===== config.mk =====
export PLATFORM = sky130hd
export DESIGN_NAME = usbdr_registers
export DESIGN_NICKNAME = d
export VERILOG_FILES = /design/src/usbdr_registers.v
export VERILOG_INCLUDE_DIRS = /design/src /design/src/src
export SDC_FILE = /design/constraint.sdc
export NUM_CORES = 1
export LEC_CHECK = 0
export BUFFER_PORTS_ARGS = -buffer_cell sky130_fd_sc_hd__buf_2
export CAP_MARGIN = 0
export CORE_MARGIN = 5
export CORE_UTILIZATION = 45
export CTS_CLUSTER_SIZE = 25
export DETAILED_ROUTE_END_ITERATION = 16
export GPL_TIMING_DRIVEN = 0
export HOLD_SLACK_MARGIN = 0.03
export PLACE_DENSITY = 0.69
export SLEW_MARGIN = 5
export SYNTH_ARGS = -nofsm -noshare
export SYNTH_HDL_FRONTEND = slang
export SYNTH_SLANG_ARGS = --single-unit

===== constraint.sdc =====
create_clock -name clock -period 4.5 [get_ports clock]
set_input_delay 0.225 -clock clock [delete_from_list [all_inputs] [get_ports clock]]
set_output_delay 0.225 -clock clock [all_outputs]
set_load 0.02 [all_outputs]

===== src/usbdr_consts.vh =====
// Register offsets, field positions, reset values and size codes of the USB device registers
`ifndef USBDR_CONSTS_VH
`define USBDR_CONSTS_VH
`define USBDR_OFF_IRQ_FLAGS    8'h00
`define USBDR_OFF_IRQ_ENABLE   8'h01
`define USBDR_OFF_ADDRESS      8'h02
`define USBDR_OFF_FNUM_HIGH    8'h03
`define USBDR_OFF_FNUM_LOW     8'h04
`define USBDR_OFF_FRAME_CRC    8'h05
`define USBDR_OFF_EP_SELECT    8'h06
`define USBDR_OFF_EP_FIFO_RST  8'h07
`define USBDR_OFF_EP_CONTROL   8'h08
`define USBDR_OFF_EP_TYPE_DIR  8'h09
`define USBDR_OFF_EP_SIZE_BANK 8'h0A
`define USBDR_OFF_EP_STATE     8'h0B
`define USBDR_BIT_UPRSM        6
`define USBDR_BIT_EORSM        5
`define USBDR_BIT_WAKE         4
`define USBDR_BIT_EORST        3
`define USBDR_BIT_SOF          2
`define USBDR_BIT_SUSP         0
`define USBDR_IRQ_MASK         8'h7D
`define USBDR_IRQ_EN_RESET     8'h08
`define USBDR_BIT_ADDR_ACT     7
`define USBDR_BIT_FRAME_NUM_CRC_ERR       4
`define USBDR_BIT_STALL_REQ    5
`define USBDR_BIT_STALL_CANCEL 4
`define USBDR_BIT_TOGGLE_RST   3
`define USBDR_BIT_EP_ON        0
`define USBDR_EP_SEL_MASK      8'h07
`define USBDR_EP_FIFO_MASK     8'h7F
`define USBDR_TYPE_DIR_MASK    8'hC1
`define USBDR_SIZE_BANK_MASK   8'h74
`define USBDR_KIND_CONTROL     2'h0
`define USBDR_KIND_ISO         2'h1
`define USBDR_KIND_BULK        2'h2
`define USBDR_KIND_INTR        2'h3
`define USBDR_SIZE_RESERVED    3'h7
`endif


===== src/usbdr_registers.v =====
// USB device control and status register bank
//
// Design decisions made here: strobed register access and the register offsets.
`timescale 1ns/1ps
`include "usbdr_consts.vh"
// Function
// - Event flags set regardless of enables; software writes zero to clear, one ignored.
// - Enable bits 6,5,4,3,2,0 gate the matching flags onto the device interrupt.
// - End-of-reset enable bit is set after reset.
// - Reserved bits read zero; software must not write ones there.
// - Writing one to address bit 7 activates the address; only hardware clears it.
// - Frame number upper three bits stored in bits 2 to 0, even if corrupted.
// - Low eight frame number bits sit in their own read-only register.
// - CRC error flag bit 4 updates together with the start-of-frame flag.
// - One FIFO reset bit per endpoint; set holds that FIFO in reset.
// - Stall request bit 5 set by software, cleared on new SETUP or by a stall cancel write.
// - Stall cancel bit 4 disables stalling and self-clears next cycle.
// - Toggle reset bit 3 forces data toggle zero next packet; self-clears.
// - Transfer kind bits 7:6: control, isochronous, bulk, interrupt.
// - Direction bit 0 set means IN; control endpoints use OUT.
// - Size bits 6-4 code 8 to 512 bytes; code seven reserved.
// - Bank bits 3:2: one bank or double; upper bit set reserved.
// - End-of-reset flag set on bus reset end; interrupt only if enabled.
// - Start-of-frame flag set on each detected frame start packet.
module usbdr_registers
#(
   parameter ENDPOINTS = 7
)
(
   // Clock and reset
   input  wire                   clock,
   input  wire                   reset_n,

   // Register port
   input  wire [7:0]             reg_addr,
   input  wire [7:0]             reg_wdata,
   input  wire                   reg_write,
   input  wire                   reg_read,
   output reg  [7:0]             reg_rdata,

   // Bus events from the serial engine
   input  wire                   ev_upstream_resume,
   input  wire                   ev_end_resume,
   input  wire                   ev_wake,
   input  wire                   ev_bus_reset_end,
   input  wire                   ev_suspend,

   // Frame start from the serial engine
   input  wire                   ev_frame_start,
   input  wire [10:0]            ev_frame_num,
   input  wire                   ev_frame_crc_bad,

   // Address and endpoint events
   input  wire                   ev_addr_done,
   input  wire [ENDPOINTS-1:0]   ev_setup_rx,
   input  wire [ENDPOINTS-1:0]   ev_stall_cancel_done,
   input  wire [ENDPOINTS-1:0]   ev_toggle_reset_done,

   // Device interrupt and address
   output reg                    device_irq,
   output reg  [6:0]             device_addr_field,
   output reg                    address_activate,

   // Endpoint controls
   output reg  [ENDPOINTS-1:0]   endpoint_fifo_clear,
   output reg  [ENDPOINTS-1:0]   endpoint_on,
   output reg  [ENDPOINTS-1:0]   stall_request,
   output reg  [ENDPOINTS-1:0]   stall_cancel,
   output reg  [ENDPOINTS-1:0]   toggle_reset,

   // Endpoint configuration
   output reg  [2*ENDPOINTS-1:0] transfer_kind,
   output reg  [ENDPOINTS-1:0]   endpoint_direction,
   output reg  [3*ENDPOINTS-1:0] endpoint_bytes,
   output reg  [2*ENDPOINTS-1:0] endpoint_bank_count
);

   // Register state
   reg  [7:0] irq_flags;
   reg  [7:0] device_irq_enable;
   reg  [2:0] frame_num_upper;
   reg  [7:0] frame_num_lower;
   reg        frame_num_crc_err;
   reg  [2:0] endpoint_index;

   // Combinational values
   wire [7:0] next_irq_flags;
   reg  [7:0] next_rdata;
   reg  [7:0] ep_rdata;
   wire [7:0] irq_events;
   wire [7:0] flag_mask;
   wire       wr_en;
   wire       sel_valid;

   // Decoded write strobes
   wire       wr_flags;
   wire       wr_enable;
   wire       wr_address;
   wire       wr_select;
   wire       wr_fifo_rst;
   wire       wr_control;
   wire       wr_type_dir;
   wire       wr_size_bank;
   wire       addr_set;

   // Endpoint read views
   wire [8*ENDPOINTS-1:0] ctl_view;
   wire [8*ENDPOINTS-1:0] cfg0_view;
   wire [8*ENDPOINTS-1:0] cfg1_view;

   assign irq_events = {1'b0, ev_upstream_resume, ev_end_resume, ev_wake,
                        ev_bus_reset_end, ev_frame_start, 1'b0, ev_suspend};
   assign flag_mask  = `USBDR_IRQ_MASK;
   assign wr_en      = reg_write;
   assign sel_valid  = (endpoint_index < ENDPOINTS);

   // Write strobes per register
   assign wr_flags     = wr_en && (reg_addr == `USBDR_OFF_IRQ_FLAGS);
   assign wr_enable    = wr_en && (reg_addr == `USBDR_OFF_IRQ_ENABLE);
   assign wr_address   = wr_en && (reg_addr == `USBDR_OFF_ADDRESS);
   assign wr_select    = wr_en && (reg_addr == `USBDR_OFF_EP_SELECT);
   assign wr_fifo_rst  = wr_en && (reg_addr == `USBDR_OFF_EP_FIFO_RST);
   assign wr_control   = wr_en && (reg_addr == `USBDR_OFF_EP_CONTROL);
   assign wr_type_dir  = wr_en && (reg_addr == `USBDR_OFF_EP_TYPE_DIR);
   assign wr_size_bank = wr_en && (reg_addr == `USBDR_OFF_EP_SIZE_BANK);
   assign addr_set     = wr_address && reg_wdata[`USBDR_BIT_ADDR_ACT];

   // Flags: software clears by writing zero, events win over the clear
   genvar f;
   generate
      for (f = 0; f < 8; f = f + 1)
      begin : g_flag
         wire cleared;

         assign cleared = wr_flags && !reg_wdata[f];
         assign next_irq_flags[f] = flag_mask[f] &&
                                    (irq_events[f] || (irq_flags[f] && !cleared));
      end
   endgenerate

   // Event flags
   always @(posedge clock)
   begin
      if (!reset_n)
         irq_flags <= 8'h00;
      else
         irq_flags <= next_irq_flags;
   end

   // Interrupt enables, end-of-reset enabled out of reset
   always @(posedge clock)
   begin
      if (!reset_n)
         device_irq_enable <= `USBDR_IRQ_EN_RESET;
      else if (wr_enable)
         device_irq_enable <= reg_wdata & `USBDR_IRQ_MASK;
   end

   // Device interrupt from the flags of the coming cycle
   always @(posedge clock)
   begin
      if (!reset_n)
         device_irq <= 1'b0;
      else
         device_irq <= |(next_irq_flags & device_irq_enable);
   end

   // Device address field, loaded on every address write
   always @(posedge clock)
   begin
      if (!reset_n)
         device_addr_field <= 7'h00;
      else if (wr_address)
         device_addr_field <= reg_wdata[6:0];
   end

   // Address activation, set by software, cleared only by the engine
   always @(posedge clock)
   begin
      if (!reset_n)
         address_activate <= 1'b0;
      else if (addr_set)
         address_activate <= 1'b1;
      else if (ev_addr_done)
         address_activate <= 1'b0;
   end

   // Frame number and its CRC status, taken with each frame start
   always @(posedge clock)
   begin
      if (!reset_n)
      begin
         frame_num_upper   <= 3'h0;
         frame_num_lower   <= 8'h00;
         frame_num_crc_err <= 1'b0;
      end
      else if (ev_frame_start)
      begin
         frame_num_upper   <= ev_frame_num[10:8];
         frame_num_lower   <= ev_frame_num[7:0];
         frame_num_crc_err <= ev_frame_crc_bad;
      end
   end

   // Endpoint selection
   always @(posedge clock)
   begin
      if (!reset_n)
         endpoint_index <= 3'h0;
      else if (wr_select)
         endpoint_index <= reg_wdata[2:0];
   end

   // Per endpoint registers
   genvar e;
   generate
      for (e = 0; e < ENDPOINTS; e = e + 1)
      begin : g_ep
         // Write strobes of this endpoint
         wire sel;
         wire wr_ctl;
         wire wr_cfg0;
         wire wr_cfg1;
         assign sel     = (endpoint_index == e);
         assign wr_ctl  = wr_control && sel;
         assign wr_cfg0 = wr_type_dir && sel;
         assign wr_cfg1 = wr_size_bank && sel;

         // Views of this endpoint for the read multiplexer
         assign ctl_view[8*e+7:8*e]  = {2'h0, stall_request[e], stall_cancel[e],
                                        toggle_reset[e], 2'h0, endpoint_on[e]};
         assign cfg0_view[8*e+7:8*e] = {transfer_kind[2*e+1:2*e], 5'h00,
                                        endpoint_direction[e]};
         assign cfg1_view[8*e+7:8*e] = {1'b0, endpoint_bytes[3*e+2:3*e],
                                        endpoint_bank_count[2*e+1:2*e], 2'h0};

         // FIFO reset bit, held until software clears it
         always @(posedge clock)
         begin
            if (!reset_n)
               endpoint_fifo_clear[e] <= 1'b0;
            else if (wr_fifo_rst)
               endpoint_fifo_clear[e] <= reg_wdata[e];
         end

         // Endpoint enable
         always @(posedge clock)
         begin
            if (!reset_n)
               endpoint_on[e] <= 1'b0;
            else if (wr_ctl)
               endpoint_on[e] <= reg_wdata[`USBDR_BIT_EP_ON];
         end

         // Stall request, dropped by a new SETUP or by a stall cancel
         always @(posedge clock)
         begin
            if (!reset_n)
               stall_request[e] <= 1'b0;
            else if (wr_ctl && reg_wdata[`USBDR_BIT_STALL_REQ])
               stall_request[e] <= 1'b1;
            else if (ev_setup_rx[e] || (wr_ctl && reg_wdata[`USBDR_BIT_STALL_CANCEL]))
               stall_request[e] <= 1'b0;
         end

         // Stall cancel, a one-cycle pulse
         always @(posedge clock)
         begin
            if (!reset_n)
               stall_cancel[e] <= 1'b0;
            else if (wr_ctl && reg_wdata[`USBDR_BIT_STALL_CANCEL])
               stall_cancel[e] <= 1'b1;
            else if (stall_cancel[e] || ev_stall_cancel_done[e])
               stall_cancel[e] <= 1'b0;
         end

         // Toggle reset, a one-cycle pulse
         always @(posedge clock)
         begin
            if (!reset_n)
               toggle_reset[e] <= 1'b0;
            else if (wr_ctl && reg_wdata[`USBDR_BIT_TOGGLE_RST])
               toggle_reset[e] <= 1'b1;
            else if (toggle_reset[e] || ev_toggle_reset_done[e])
               toggle_reset[e] <= 1'b0;
         end

         // Transfer kind and direction, control endpoints forced to OUT
         always @(posedge clock)
         begin
            if (!reset_n)
            begin
               transfer_kind[2*e+1:2*e] <= `USBDR_KIND_CONTROL;
               endpoint_direction[e]    <= 1'b0;
            end
            else if (wr_cfg0)
            begin
               transfer_kind[2*e+1:2*e] <= reg_wdata[7:6];
               endpoint_direction[e]    <= (reg_wdata[7:6] == `USBDR_KIND_CONTROL) ?
                                           1'b0 : reg_wdata[0];
            end
         end

         // Size, the reserved code leaves the field unchanged
         always @(posedge clock)
         begin
            if (!reset_n)
               endpoint_bytes[3*e+2:3*e] <= 3'h0;
            else if (wr_cfg1 && reg_wdata[6:4] != `USBDR_SIZE_RESERVED)
               endpoint_bytes[3*e+2:3*e] <= reg_wdata[6:4];
         end

         // Bank count, reserved codes leave the field unchanged
         always @(posedge clock)
         begin
            if (!reset_n)
               endpoint_bank_count[2*e+1:2*e] <= 2'h0;
            else if (wr_cfg1 && !reg_wdata[3])
               endpoint_bank_count[2*e+1:2*e] <= reg_wdata[3:2];
         end
      end
   endgenerate

   // Endpoint part of the read multiplexer, zero for an unused index
   always @*
   begin
      ep_rdata = 8'h00;
      if (sel_valid)
      begin
         case (reg_addr)
            `USBDR_OFF_EP_CONTROL:   ep_rdata = ctl_view[8*endpoint_index +: 8];
            `USBDR_OFF_EP_TYPE_DIR:  ep_rdata = cfg0_view[8*endpoint_index +: 8];
            `USBDR_OFF_EP_SIZE_BANK: ep_rdata = cfg1_view[8*endpoint_index +: 8];
            default:                 ep_rdata = 8'h00;
         endcase
      end
   end

   // Read multiplexer, data stands the cycle after the strobe
   always @*
   begin
      next_rdata = 8'h00;
      case (reg_addr)
         `USBDR_OFF_IRQ_FLAGS:   next_rdata = irq_flags;
         `USBDR_OFF_IRQ_ENABLE:  next_rdata = device_irq_enable;
         `USBDR_OFF_ADDRESS:     next_rdata = {address_activate, device_addr_field};
         `USBDR_OFF_FNUM_HIGH:   next_rdata = {5'h00, frame_num_upper};
         `USBDR_OFF_FNUM_LOW:    next_rdata = frame_num_lower;
         `USBDR_OFF_FRAME_CRC:   next_rdata = {3'h0, frame_num_crc_err, 4'h0};
         `USBDR_OFF_EP_SELECT:   next_rdata = {5'h00, endpoint_index};
         `USBDR_OFF_EP_FIFO_RST: next_rdata = {{(8-ENDPOINTS){1'b0}}, endpoint_fifo_clear};
         `USBDR_OFF_EP_CONTROL:  next_rdata = ep_rdata;
         `USBDR_OFF_EP_TYPE_DIR: next_rdata = ep_rdata;
         `USBDR_OFF_EP_SIZE_BANK: next_rdata = ep_rdata;
         default:                next_rdata = 8'h00;
      endcase
   end

   // Read data register, zero outside the cycle after a read
   always @(posedge clock)
   begin
      if (!reset_n)
         reg_rdata <= 8'h00;
      else if (reg_read)
         reg_rdata <= next_rdata;
      else
         reg_rdata <= 8'h00;
   end

endmodule // usbdr_registers


==> reports/results.tsv, run 1 <==
metric	value	unit
status	complete, no violations	
path_clk_slew	0.06	ns
finalHoldViolCount	0	
ant_nets	0	
rsz0062_at_grt	false	
yosys_warnings	0	
viasPerCell	6.13	
clkSinkCount	135	
drc_errors	0	
post-dp-hpwl	19800	um
die-area	16700	um^2
synth_cell_type_count	60	
synthArstFlopShare	0	%
critical_path_class	flop to flop	
syn_area	6410	um^2
cp.arrival	3.29	ns
die_h	129	um
setup_viol	0	
hp-class	input pin to flop	
cts_made_buffers	17	
htreeDepth	4	
ctsLongestPathBuffers	2	
grt_pass1_vias	6672	
design.portCount	168	
power_density	356	nW/um^2
fin_crit_sh	65.5	%
fin_skew	0.00870	ns
root_buffer	clkbuf_16	
area_growth	25.2	%
drtIter0Drc	953	
cp.required	4.85	ns
grt_max_degree	17	
fmax	339	MHz
fillers	1320	
ys_ff_latch	135	
critPathBufInv	3	
slowest_delay	0.64	ns
routabilityCongestion	0.980	
core	13900	um^2
period_minus_slack	2.95	ns
p_leak	3.34	nW
drt-total-wl	26800	um
fin_nets	1016	
maxCapViolCount	0	
die_x	129	um
synthesis.nets	846	
syn_area_per_cell	8.16	um^2
portBuffers	147	
via_count	7044	
power.total	2.85	mW
cts_tree	done	
crit_path_start_kind	flop	
antenna_found_initial	1	
worstSkewPairLatency	0.43	ns
ys_seq_area_share	42.2	%
worst_pin_slew	0.953	ns
post_cts_resized	0	
tns	0	ns
cp_top_family	buffers and inverters	
critPathMaxFanout	10	
num_rows	43	
post_drt_wl_per_cell	23.3	um
antenna_cells	0	
max_slew_margin	36.5	%
start_util	46.0	%
synthCells	786	
end_kind	flop	
cp_slowest_cell	clkbuf_1	
first_pass_iters	6	
synth_edf_count	0	
slew_viol_final	0	
grt_pass1_wl	39900	um
grt_use_total	32.1	%
path_cells	clkbuf_1, inv_1, nor2_1, clkbuf_1, nand2_1, nor2_1, nand2_1, a21oi_1	
synth_ff_type	dfxtp_1	
max-vdd-ir-drop	0.252	mV
drive_gt1_share	22.4	%
gr-total-overflow	0	
[layout by cell type (no fill, tap or decap), types with 5 or more instances in the layout]
cell,n
nor2_1,121
nand2_1,75
a31oi_1,9
nor2b_1,14
a21oi_1,80
clkbuf_16,17
inv_1,7
o21ai_0,50
mux2i_1,55
nand4_1,5
o211ai_1,6
a211oi_1,16
buf_2,156
a221oi_1,9
nor3_1,17
a22oi_1,11
nand2b_1,9
mux2_2,9
clkbuf_1,45
nand3_1,34
dfxtp_1,135
[state kept, by name (all words and copies together), names as in the netlist]
register / cells
endpoint_fifo_clear: 7
stall_cancel: 7
stall_request: 7
frame_num_crc_err: 1
address_activate: 1
toggle_reset: 7
device_irq_enable: 6
transfer_kind: 14
irq_flags: 6
endpoint_bank_count: 14
endpoint_direction: 7
endpoint_on: 7
device_irq: 1
endpoint_bytes: 21
frame_num_upper: 3
device_addr_field: 7
reg_rdata: 8
frame_num_lower: 8
endpoint_index: 3
[through the flow]
| step | worst slack (ns) | area [um^2] | hold WS, ns | util (%) | cells |
|---|---|---|---|---|---|
| finish | 1.55 | 8020 | 0.0391 | 57.6 | 1149 |
| global placement | 1.74 | 7370 | 0.434 | 52.9 | 1113 |
| global route | 1.49 | 8020 | 0.0476 | 57.6 | 1149 |
| CTS | 1.68 | 8020 | 0.0308 | 57.6 | 1149 |
| floorplan | 2.61 | 6410 | 0.346 | - | 786 |
| detailed placement | 1.70 | 7370 | 0.439 | 52.9 | 1113 |
[area by class of cell]
class                      count  area (um^2)  share of cell area (%)
clock inverter                14          174                    2.17
tap                          180          225                    2.81
timing repair buffer         151          776                    9.67
multi-input combinational    581         3410                    42.5
sequential                   135         2700                    33.7
buffer                        61          260                    3.24
clock buffer                  18          439                    5.47
inverter                       9         33.8                   0.421
[logic make-up (layout without fill, tap and decap cells)]
| group | after synthesis | after routing | share of synthesized area (%) |
|---|---|---|---|
| buffers and inverters | 70 | 253 | 4.59 |
| multiplexers | 68 | 68 | 11.6 |
| AND/OR/NAND/NOR | 311 | 311 | 22.9 |
| flip-flops | 135 | 135 | 42.2 |
| AO/OA/AOI/OAI | 202 | 202 | 18.8 |
[synth_stat cells (all sizes together), types with 2 or more instances]
cell type | n | area share (%)
a211oi | 16 | 1.9
mux4 | 4 | 1.4
and3 | 4 | 0.39
nand2 | 75 | 4.4
or4 | 2 | 0.23
and2 | 6 | 0.59
nor3 | 21 | 2.0
o21ai | 50 | 3.9
o22ai | 3 | 0.29
nor4 | 6 | 0.92
o22a | 2 | 0.27
o211ai | 6 | 0.70
a221oi | 9 | 1.2
nand3 | 35 | 2.8
o21a | 3 | 0.35
a31oi | 9 | 0.88
inv | 8 | 0.47
a22oi | 11 | 1.3
nor3b | 2 | 0.23
buf | 15 | 1.3
clkbuf | 46 | 2.7
nand2b | 9 | 0.88
mux2i | 55 | 8.6
nand4 | 5 | 0.49
mux2 | 9 | 1.6
or2 | 2 | 0.20
nor2 | 122 | 7.4
a211o | 2 | 0.27
dfxtp | 135 | 42
nor2b | 14 | 1.4
a21oi | 80 | 6.2
or3 | 4 | 0.39
[path summary, 6_finish.rpt]
path	start	depth (start not counted)	slack, ns	end
worst max-delay path	endpoint_index[0]	8	1.55	endpoint_bank_count[2]
worst min-delay path	ev_frame_num[1]	3	0.04	frame_num_lower[1]
worst min register to register	endpoint_bank_count[1]	2	0.45	endpoint_bank_count[1]
worst max register to register	endpoint_index[0]	8	1.55	endpoint_bank_count[2]
[where the power goes]
part	internal [mW]	total [mW]	switching (mW)	leakage, nW
clock	0.889	1.46	0.572	0.289
combinational	0.0525	0.179	0.127	1.96
sequential	1.21	1.21	0.00673	1.09
total	2.15	2.85	0.706	3.34
[metal layers]
layer	vias up	GRT usage (%)	wire length (um)
met5	-	0	13
met4	2	13.2	1050
met3	91	8.53	2860
met2	487	49.1	11900
met1	3317	43.0	10900
li1	3147	-	-
[worst reg2reg max path: stages (launching register included)]
cell and delay (ns):
dfxtp_1 0.32, clkbuf_1 0.64, inv_1 0.35, nor2_1 0.22
clkbuf_1 0.52, nand2_1 0.34, nor2_1 0.24, nand2_1 0.08
a21oi_1 0.15
[repair_timing]
action / in CTS / in global routing
setup buffers: 0 / 0
hold endpoints to repair: 4 / 0
hold buffers: 4 / 0
Note: power is estimated with default switching activity, not from simulation.
==> run 2: changes to the inputs <==
clock period = 2.9 ns   (was 4.5 ns; I/O delays follow)
==> reports/results.tsv, run 2 (synthesized netlist as in run 1, its figures left out) <==
metric	value	unit
status	complete, no violations	
finalHoldViolCount	0	
cts_made_buffers	17	
drt-total-wl	27100	um
drtIter0Drc	985	
routabilityCongestion	0.980	
hold_ws	0.0365	ns
die_h	129	um
slew_viol_final	0	
design.portCount	168	
clkSinkCount	135	
top_usage_layer	met2	
slowest_delay	0.54	ns
rsz0062_at_grt	false	
drc_errors	0	
max-vdd-ir-drop	0.388	mV
critical_path_class	flop to flop	
drive_gt1_share	22.1	%
cts_tree	done	
ctsLongestPathBuffers	2	
start_util	46.0	%
viasPerCell	6.07	
period_minus_slack	2.74	ns
grtUsageMet2	50.0	%
antenna_cells	0	
crit_top_cell	buf_2	
post-dp-hpwl	19800	um
maxCapViolCount	0	
cts_setup_buffers	0	
power_density	543	nW/um^2
htreeDepth	4	
fin_crit_sh	94.6	%
cp.required	3.24	ns
cp_slowest_cell	clkbuf_1	
area_growth	27.9	%
core	13900	um^2
antenna_found_initial	1	
grt_pass1_wl	40500	um
end_kind	flop	
grt_use_total	32.5	%
met1_usage	43.3	%
grt_max_degree	17	
tns	0	ns
setup_viol	0	
worstSkewPairLatency	0.43	ns
fin_nets	1033	
first_pass_iters	6	
hp-class	input pin to flop	
max_slew_margin	35.2	%
regMostFlops	endpoint_bytes	
root_buffer	clkbuf_16	
crit_path_start_kind	flop	
die_x	129	um
cp.arrival	3.08	ns
reg_top3	endpoint_bytes: 21 flops, endpoint_bank_count: 14 flops, transfer_kind: 14 flops	
grt_pass1_vias	6810	
num_rows	43	
ant_nets	0	
final_cell_mix	buf_2 (156), dfxtp_1 (135), nor2_1 (121)	
critPathMaxFanout	10	
post_drt_wl_per_cell	23.2	um
fmax	365	MHz
die-area	16700	um^2
largest_reg_flops	21	
gr-usage-met3	8.66	%
via_count	7074	
path_cells	buf_2, buf_2, buf_2, clkbuf_1, nand2_1, nor2_1, a21oi_1, a211oi_1	
portBuffers	147	
gr-total-overflow	0	
final_common_cell	buf_2	
fin_skew	0.00748	ns
path_clk_slew	0.06	ns
p_leak	3.41	nW
worst_pin_slew	0.972	ns
-- run 2: worst paths after layout --
kind	startpoint	to	slack, ns	cells after the start
worst max-delay path	endpoint_index[1]	endpoint_bytes[9]	0.16	8
worst min-delay path	ev_setup_rx[3]	stall_request[3]	0.04	4
worst max register to register	endpoint_index[1]	endpoint_bytes[9]	0.16	8
worst min register to register	endpoint_bank_count[5]	endpoint_bank_count[5]	0.45	2
-- run 2: worst max-delay path: cells and delay by family, from the launching register on --
| kind | cells | cell delay (ns) |
|---|---|---|
| buf+inv | 4 | 1.49 |
| compound gates | 2 | 0.31 |
| flops | 1 | 0.30 |
| simple gates | 2 | 0.54 |
-- run 2: layout make-up --
cell class                 count  area, um^2
sequential                   135        2700
inverter                       9        33.8
timing repair buffer         168         946
multi-input combinational    581        3410
clock inverter                14         174
fill                        1285        5740
buffer                        61         262
tap                          180         225
clock buffer                  18         439
-- run 2: what timing repair did --
action	4_1_cts	5_1_grt
resized for setup	0	2
endpoints found under the hold margin	23	0
hold buffers	21	0
setup endpoints to repair	0	2
-- run 2: per-stage QoR --
stage	utilization (%)	power (mW)	std cells	setup slack [ns]	cell area [um^2]
final	58.8	4.45	1166	0.157	8200
after detailed placement	52.9	2.19	1113	0.0960	7370
after floorplan	-	2.07	786	1.09	6410
after CTS	58.8	4.44	1166	0.0783	8190
after global placement	52.9	2.18	1113	0.160	7370
after global routing	58.8	4.56	1166	0.0235	8200
-- run 2: per-layer routing --
metal  wire [um]  up-vias  part of all wire (%)
met3        2960       78                    11
met1       11000     3305                    40
met5          34        -                  0.13
met2       12200      508                    45
li1            -     3181                     -
met4         943        2                   3.5
-- run 2: report_power, final --
part / switching [mW] / internal (mW)
Clock: 0.889 / 1.38
Sequential: 0.0105 / 1.87
Combinational: 0.202 / 0.0965
